<file path="src/pus_pkg.sv">
// Purpose: Shared constants and types of the power-up sequencer
// Assumes: 25 MHz system clock
// Notes:   Times are kept in microseconds and cycle counts derive from them
package pus_pkg;

  // ----------------------------------------------------------------
  // Timing
  // ----------------------------------------------------------------
  localparam int unsigned PUS_CLK_FREQ_MHZ = 25;
  localparam int unsigned PUS_INIT_TIME_US = 6000;
  localparam int unsigned PUS_STRAP_TIME_US = 2000;
  // Exact products, so the least-time round-up is already whole
  localparam int unsigned PUS_INIT_CYCLES = PUS_INIT_TIME_US * PUS_CLK_FREQ_MHZ;
  localparam int unsigned PUS_STRAP_CYCLES = PUS_STRAP_TIME_US * PUS_CLK_FREQ_MHZ;
  localparam int unsigned PUS_TIMER_W = 18;

  // ----------------------------------------------------------------
  // Strap and voltage setting codes
  // ----------------------------------------------------------------
  localparam logic [1:0] PUS_STRAP_RES_GND = 2'h0;
  localparam logic [1:0] PUS_STRAP_SHORT_GND = 2'h1;
  localparam logic [1:0] PUS_STRAP_SHORT_RAIL = 2'h2;
  localparam logic [1:0] PUS_STRAP_CAP_GND = 2'h3;

  localparam logic [1:0] PUS_HOST_1V5 = 2'h0;
  localparam logic [1:0] PUS_HOST_1V8 = 2'h1;
  localparam logic [1:0] PUS_HOST_2V5 = 2'h2;
  localparam logic [1:0] PUS_HOST_3V3 = 2'h3;

  localparam logic [1:0] PUS_BOOST_2V7 = 2'h0;
  localparam logic [1:0] PUS_BOOST_3V8 = 2'h1;
  localparam logic [1:0] PUS_BOOST_4V7 = 2'h2;

  localparam logic [1:0] PUS_HOST_RESET = PUS_HOST_1V5;
  localparam logic [1:0] PUS_BOOST_RESET = PUS_BOOST_3V8;

  // ----------------------------------------------------------------
  // Sequencer states
  // ----------------------------------------------------------------
  typedef enum logic [2:0] {
    PUS_ST_OFF = 3'b000,
    PUS_ST_INIT = 3'b001,
    PUS_ST_BOOST_WAIT = 3'b010,
    PUS_ST_STRAP = 3'b011,
    PUS_ST_LOAD = 3'b100,
    PUS_ST_BOOST_WAIT2 = 3'b101,
    PUS_ST_HOST_WAIT = 3'b110,
    PUS_ST_ACTIVE = 3'b111
  } pus_state_t;

endpackage

</file>
<file path="src/pus_timer.sv">
// Purpose: Loadable down-counter giving a one-cycle done pulse
// Assumes: start_i is a one-cycle pulse; abort_i stops a running count
// Notes:   A load of zero is treated as one cycle
`timescale 1ns/1ps
`default_nettype none
module pus_timer #(
  parameter int unsigned W = 18
) (
  input wire logic clk_sys_i, // System clock
  input wire logic rst_n_i, // Async reset, active low
  input wire logic start_i, // Load and start
  input wire logic abort_i, // Stop counting
  input wire logic [W-1:0] load_i, // Cycles to count
  output logic done_o // Pulse when count ends
);

  logic [W-1:0] cnt_q;
  logic [W-1:0] cnt_d;
  logic busy_q;
  logic busy_d;
  logic done_q;
  logic done_d;

  always_comb
  begin
    cnt_d = cnt_q;
    busy_d = busy_q;
    done_d = 1'b0;
    if (abort_i)
    begin
      busy_d = 1'b0;
    end
    else if (start_i)
    begin
      cnt_d = (load_i == '0) ? W'(0) : W'(load_i - W'(1));
      busy_d = 1'b1;
    end
    else if (busy_q)
    begin
      if (cnt_q == '0)
      begin
        busy_d = 1'b0;
        done_d = 1'b1;
      end
      else
      begin
        cnt_d = W'(cnt_q - W'(1));
      end
    end
  end

  always_ff @(posedge clk_sys_i or negedge rst_n_i)
  begin
    if (!rst_n_i)
    begin
      cnt_q <= '0;
      busy_q <= 1'b0;
      done_q <= 1'b0;
    end
    else
    begin
      cnt_q <= cnt_d;
      busy_q <= busy_d;
      done_q <= done_d;
    end
  end

  assign done_o = done_q;

endmodule
`default_nettype wire

</file>
<file path="src/pus_sequencer.sv">
// Purpose: Power-up sequencer driving boost and host-supply regulator enables
// Assumes: Power-good and threshold inputs are synchronous to clk_sys_i
// Notes:   Strap input is the sensed connection code, sampled for a window
//
// Operation
// Hold 6 ms initialisation after supply rises
// Then enable boost at 3.8 V setting
// Wait boost power-good before advancing
// Sample strap 2 ms, then load settings
// Strap decode gives host and boost voltages
// Wait boost power-good again, then enable host
// Enter active after host power-good
// Same sequence when boost is unused
// No timeout; supply loss returns to initialisation
`timescale 1ns/1ps
`default_nettype none
module pus_sequencer
  import pus_pkg::*;
#(
  parameter int unsigned INIT_CYCLES = PUS_INIT_CYCLES,
  parameter int unsigned STRAP_CYCLES = PUS_STRAP_CYCLES
) (
  input wire logic clk_sys_i, // System clock, 25 MHz
  input wire logic rst_n_i, // Async reset, active low
  input wire logic power_up_threshold_i, // Supply above power-up threshold
  input wire logic boost_pg_i, // Boost power-good
  input wire logic host_pg_i, // Host-supply regulator power-good
  input wire logic [1:0] supply_select_strap_i, // Sensed strap code
  output logic boost_en_o, // Boost converter enable
  output logic [1:0] boost_voltage_setting_o, // Boost target code
  output logic host_supply_regulator_en_o, // Host regulator enable
  output logic [1:0] host_supply_voltage_setting_o, // Host target code
  output logic active_o, // Sequence complete
  output logic [2:0] state_o // Current state code
);

  // ----------------------------------------------------------------
  // Strap decode
  // ----------------------------------------------------------------
  function automatic logic [1:0] host_code(input logic [1:0] strap);
    logic [1:0] r;
    r = PUS_HOST_1V5;
    unique case (strap)
      PUS_STRAP_RES_GND: r = PUS_HOST_1V5;
      PUS_STRAP_SHORT_GND: r = PUS_HOST_1V8;
      PUS_STRAP_SHORT_RAIL: r = PUS_HOST_2V5;
      PUS_STRAP_CAP_GND: r = PUS_HOST_3V3;
    endcase
    return r;
  endfunction

  function automatic logic [1:0] boost_code(input logic [1:0] strap);
    logic [1:0] r;
    r = PUS_BOOST_2V7;
    unique case (strap)
      PUS_STRAP_RES_GND: r = PUS_BOOST_2V7;
      PUS_STRAP_SHORT_GND: r = PUS_BOOST_2V7;
      PUS_STRAP_SHORT_RAIL: r = PUS_BOOST_3V8;
      PUS_STRAP_CAP_GND: r = PUS_BOOST_4V7;
    endcase
    return r;
  endfunction

  // ----------------------------------------------------------------
  // State
  // ----------------------------------------------------------------
  pus_state_t state_q;
  pus_state_t state_d;
  logic boost_en_q;
  logic boost_en_d;
  logic [1:0] boost_set_q;
  logic [1:0] boost_set_d;
  logic host_en_q;
  logic host_en_d;
  logic [1:0] host_set_q;
  logic [1:0] host_set_d;
  logic [1:0] strap_q;
  logic [1:0] strap_d;
  logic active_q;
  logic active_d;
  logic tmr_start;
  logic tmr_abort;
  logic [PUS_TIMER_W-1:0] tmr_load;
  logic tmr_done;

  pus_timer #(
    .W(PUS_TIMER_W)
  ) u_timer (
    .clk_sys_i(clk_sys_i),
    .rst_n_i(rst_n_i),
    .start_i(tmr_start),
    .abort_i(tmr_abort),
    .load_i(tmr_load),
    .done_o(tmr_done)
  );

  always_comb
  begin
    state_d = state_q;
    boost_en_d = boost_en_q;
    boost_set_d = boost_set_q;
    host_en_d = host_en_q;
    host_set_d = host_set_q;
    strap_d = strap_q;
    active_d = 1'b0;
    tmr_start = 1'b0;
    tmr_abort = 1'b0;
    tmr_load = PUS_TIMER_W'(INIT_CYCLES);
    if (!power_up_threshold_i)
    begin
      // Supply loss drops state, enables, settings and timer (strap_q keeps its value) and restarts from the top
      state_d = PUS_ST_OFF;
      boost_en_d = 1'b0;
      boost_set_d = PUS_BOOST_RESET;
      host_en_d = 1'b0;
      host_set_d = PUS_HOST_RESET;
      tmr_abort = 1'b1;
    end
    else
    begin
      unique case (state_q)
        PUS_ST_OFF:
        begin
          tmr_start = 1'b1;
          state_d = PUS_ST_INIT;
        end
        PUS_ST_INIT:
        begin
          if (tmr_done)
          begin
            boost_en_d = 1'b1;
            boost_set_d = PUS_BOOST_3V8;
            state_d = PUS_ST_BOOST_WAIT;
          end
        end
        PUS_ST_BOOST_WAIT:
        begin
          // Unused boost: external supply satisfies the check
          if (boost_pg_i)
          begin
            tmr_load = PUS_TIMER_W'(STRAP_CYCLES);
            tmr_start = 1'b1;
            state_d = PUS_ST_STRAP;
          end
        end
        PUS_ST_STRAP:
        begin
          strap_d = supply_select_strap_i;
          if (tmr_done)
          begin
            state_d = PUS_ST_LOAD;
          end
        end
        PUS_ST_LOAD:
        begin
          host_set_d = host_code(strap_q);
          boost_set_d = boost_code(strap_q);
          state_d = PUS_ST_BOOST_WAIT2;
        end
        PUS_ST_BOOST_WAIT2:
        begin
          // One cycle after load, so the comparator sees the new target
          if (boost_pg_i)
          begin
            host_en_d = 1'b1;
            state_d = PUS_ST_HOST_WAIT;
          end
        end
        PUS_ST_HOST_WAIT:
        begin
          if (host_pg_i)
          begin
            state_d = PUS_ST_ACTIVE;
            active_d = 1'b1;
          end
        end
        PUS_ST_ACTIVE:
        begin
          active_d = 1'b1;
        end
      endcase
    end
  end

  always_ff @(posedge clk_sys_i or negedge rst_n_i)
  begin
    if (!rst_n_i)
    begin
      state_q <= PUS_ST_OFF;
      boost_en_q <= 1'b0;
      boost_set_q <= PUS_BOOST_RESET;
      host_en_q <= 1'b0;
      host_set_q <= PUS_HOST_RESET;
      strap_q <= PUS_STRAP_RES_GND;
      active_q <= 1'b0;
    end
    else
    begin
      state_q <= state_d;
      boost_en_q <= boost_en_d;
      boost_set_q <= boost_set_d;
      host_en_q <= host_en_d;
      host_set_q <= host_set_d;
      strap_q <= strap_d;
      active_q <= active_d;
    end
  end

  // ----------------------------------------------------------------
  // Outputs, all straight from flip-flops
  // ----------------------------------------------------------------
  assign boost_en_o = boost_en_q;
  assign boost_voltage_setting_o = boost_set_q;
  assign host_supply_regulator_en_o = host_en_q;
  assign host_supply_voltage_setting_o = host_set_q;
  assign active_o = active_q;
  assign state_o = state_q;

endmodule
`default_nettype wire

</file>
<file path="config.mk">
export PLATFORM = sky130hd
export DESIGN_NAME = pus_sequencer
export DESIGN_NICKNAME = d
export VERILOG_FILES = /design/src/pus_pkg.sv /design/src/pus_timer.sv /design/src/pus_sequencer.sv
export SDC_FILE = /design/constraint.sdc
export NUM_CORES = 1
export LEC_CHECK = 0
export BUFFER_PORTS_ARGS = -buffer_cell sky130_fd_sc_hd__buf_2
export CORE_ASPECT_RATIO = 1.1
export CORE_UTILIZATION = 48
export CTS_CLUSTER_SIZE = 12
export DETAILED_ROUTE_END_ITERATION = 8
export MAX_ROUTING_LAYER = met4
export PLACE_DENSITY_LB_ADDON = 0.25
export SETUP_SLACK_MARGIN = 0.15
export SYNTH_ARGS = -nofsm -noshare
export SYNTH_HDL_FRONTEND = slang
export SYNTH_HIERARCHICAL = 1
export SYNTH_SLANG_ARGS = --single-unit
</file>
<file path="constraint.sdc">
create_clock -name clk_sys_i -period 5.9 [get_ports clk_sys_i]
set_input_delay 0.885 -clock clk_sys_i [delete_from_list [all_inputs] [get_ports clk_sys_i]]
set_output_delay 0.885 -clock clk_sys_i [all_outputs]
set_load 0.02 [all_outputs]
</file>
==> impl_metrics.json <==
{
  "status": "finished, final reports clean",
  "critPathLaunchType": "register",
  "rsz0062_at_grt": "false",
  "slew_viol_final": 0,
  "root_buffer": "clkbuf_8",
  "p_leak_nw": 1.15,
  "drt_iter0_drc": 67,
  "ir_drop_mv": 0.126,
  "cp_max_fo": 33,
  "wl_per_cell_um": 13.1,
  "drtPass1Iterations": 4,
  "period_needed_ns": 2.87,
  "holdPathEnd": "host_supply_regulator_en_o$_DFFE_PN0P_",
  "clock_path_buffers": 2,
  "clkPwrFrac_pct": 20.7,
  "portBuffers": 16,
  "seq_area_frac_synth_pct": 35.4,
  "dieWidth_um": 67.5,
  "share_comb_of_total_power_pct": 41.5,
  "ant_nets": 0,
  "path_buf_inv": 3,
  "critPathArrivalTime_ns": 3.05,
  "vias": 2002,
  "max_cap_viol_count": 0,
  "utilization_pct": 60.5,
  "grt_max_degree": 34,
  "min_path_cells": 2,
  "row_count": 25,
  "initial_utilization_pct": 51.4,
  "design.die.area_um2": 5000,
  "insertion_delay_ns": 0.29,
  "synth_cell_types": 61,
  "path_class": "register to register",
  "ios": 17,
  "yosysWarnings": 6,
  "clkSinkCount": 32,
  "synth_ff_type": "dfrtp_1",
  "cp_top_family": "buffers and inverters",
  "min_path_type": "register to register",
  "hold_viol_final": 0,
  "routed_via_density": 5.34,
  "core_area_um2": 4410,
  "relSlewSlack_pct": 39.3,
  "synth_edf_count": 0,
  "cts_buffers": 5,
  "min-delay-start": "host_supply_regulator_en_o$_DFFE_PN0P_",
  "cpMaxStageDelayCell": "inv_1",
  "ctsHoldBuffers": 0,
  "p_int_w": 0.000603,
  "setup_viol": 0,
  "die_h_um": 74.1,
  "max_stage_delay_ns": 0.49,
  "cts_tree": "yes",
  "synth_area_um2": 2270,
  "drc": 0,
  "fillers": 425,
  "cts_resized": 0,
  "fmax_mhz": 348,
  "worst_pin_slew_ns": 0.903,
  "netSwitchingPower_w": 0.000420,
  "dp_hpwl_mm": 3.56,
  "num-nets-final": 333,
  "required_ns": 6.08,
  "routed_wl_mm": 4.90,
  "htree_levels": 2,
  "reg2reg_to": "u_timer/cnt_q[2]$_DFFE_PN0P_",
  "antenna_found_initial": 0,
  "cp-end-kind": "register",
  "grt_pass1_vias": 1875,
  "gp_congestion": 0.953,
  "n_antenna_cell": 0,
  "p_seq_share_pct": 37.8,
  "grt_overflow": 0,
  "layout-drive-gt1-share_pct": 15.3,
  "syn_inst": 258,
  "grt_first_pass_wirelength_mm": 8.32,
  "r2r_start": "state_o[0]$_DFFE_PN0P_",
  "setup_tns_ns": 0,
  "finalCritPeriodShare_pct": 48.7,
  "skew_ns": 0.00325,
  "async_reset_ff_share_pct": 100,
  "yosys_register_bits": 32,
  "area_growth_pct": 17.7,
  "power.density_nw_per_um2": 384,
  "track_usage_pct": 22.7,
  "postCtsSetupRepairBufs": 0,
  "switching_share_pct": 41.0,
  "reg2regPathDepth": 11,
  "path_cells": "inv_1 > ha_1 > nand2_1 > a21oi_2 > buf_4 > nor2_1 > nor2_1 > nand2_2 > inv_1 > o21ai_0 > a22o_1",
  "avgSynthCellArea_um2": 8.79,
  "clk_pin_slew_ns": 0.07,
  "ff2ff_setup_slack_ns": 3.03
}
per-layer routing:
metal  part of all wire (%)  vias up  track usage [%]
met4                    2.2        0             9.22
met1                     45      908             27.8
met2                     49       59             36.6
met3                    4.4       10             3.99
li1                       -     1025                -
met5                      0        -                -
cells in the final DEF, fill, tap and decap left out, types with 3 or more instances in the layout:
master	count
o221ai_1	6
mux2i_1	4
nor2_1	21
nor3_1	17
a22o_1	4
nand2_1	11
inv_1	18
or2_2	4
or4_1	7
or3_1	6
or4_4	3
xor2_1	3
o211ai_1	4
dfrtp_1	31
o21ai_0	13
clkbuf_8	5
nor3b_1	4
mux2_2	3
nand2b_1	3
conb_1	52
a21oi_1	9
ha_1	6
nor4_1	6
nand3_1	7
buf_2	16
o22ai_1	3
a31oi_1	4
xnor2_1	9
cell type report:
cell class / instances / area, um2 / area share (%)
Clock buffer: 5 / 68.8 / 2.58
Multi-Input combinational cell: 245 / 1530 / 57.3
Timing Repair Buffer: 17 / 87.6 / 3.28
Tap cell: 54 / 67.6 / 2.53
Inverter: 19 / 71.3 / 2.67
Sequential cell: 32 / 802 / 30.1
Clock inverter: 3 / 42.5 / 1.59
worst max path at each step:
stage / from / to / cells past startpoint
finish: state_o[0]$_DFFE_PN0P_ / u_timer/cnt_q[2]$_DFFE_PN0P_ / 11
global route: state_o[0]$_DFFE_PN0P_ / u_timer/cnt_q[3]$_DFFE_PN0P_ / 11
CTS: state_o[0]$_DFFE_PN0P_ / u_timer/cnt_q[2]$_DFFE_PN0P_ / 11
detailed placement: power_up_threshold_i / u_timer/cnt_q[3]$_DFFE_PN0P_ / 10
global placement: power_up_threshold_i / u_timer/cnt_q[2]$_DFFE_PN0P_ / 10
floorplan: boost_pg_i / u_timer/cnt_q[17]$_DFFE_PN0P_ / 8
cells by family after synthesis:
family	after synthesis	share of synthesized area [%]
DFF	32	35.4
muxes	8	3.92
and+or+nand+nor	103	27.3
buffers and inverters	31	5.68
other	2	0.331
adders and majority gates	6	3.31
xor gates and xnor gates	12	4.64
AOI/OAI and AO/OA	64	19.5
Yosys cell counts, drive strengths merged (5+ instances only):
cell,n,share of area (%)
o221ai,6,2.3
buf,5,1.4
inv,19,3.1
or4,10,3.8
dfrtp,31,34
nor4,8,3.1
a21oi,10,2.2
xnor2,9,3.5
o21ai,14,3.3
or3,6,1.7
ha,6,3.3
nor2,21,3.5
clkbuf,7,1.2
nand2,12,2.1
nor3,19,4.9
nand3,8,2.0
power groups by stage:
stage               clock, W  combinational (W)  sequential (W)
finish              0.000212           0.000425        0.000386
detailed placement         0           0.000422        0.000387
CTS                 0.000216           0.000423        0.000385
floorplan                  0           0.000340        0.000377
global route        0.000226           0.000475        0.000399
global placement           0           0.000415        0.000386
flip-flops by register name (all words and copies together), names as in the netlist:
| name | flops |
|---|---|
| active_o | 1 |
| boost_en_o | 1 |
| boost_voltage_setting_o | 2 |
| host_supply_regulator_en_o | 1 |
| host_supply_voltage_setting_o | 2 |
| state_o | 3 |
| strap_q | 2 |
| u_timer/busy_q | 1 |
| u_timer/cnt_q | 18 |
| u_timer/done_o | 1 |
stage by stage:
step | cells | area (um2) | hold slack [ns] | total power, W | worst slack (ns)
final | 375 | 2670 | 0.493 | 0.00102 | 3.03
after global routing | 375 | 2670 | 0.534 | 0.00110 | 2.78
after CTS | 375 | 2670 | 0.502 | 0.00102 | 3.05
after detailed placement | 367 | 2560 | 0.485 | 0.000808 | 2.86
after global placement | 367 | 2560 | 0.481 | 0.000801 | 2.91
after floorplan | 308 | 2450 | 0.479 | 0.000717 | 3.60
worst min-delay path: stages (launching register included):
cell     delay, ns
dfrtp_1       0.34
a31oi_1       0.04
nor2_1        0.07
No activity file was read; power rests on OpenSTA's default activity.
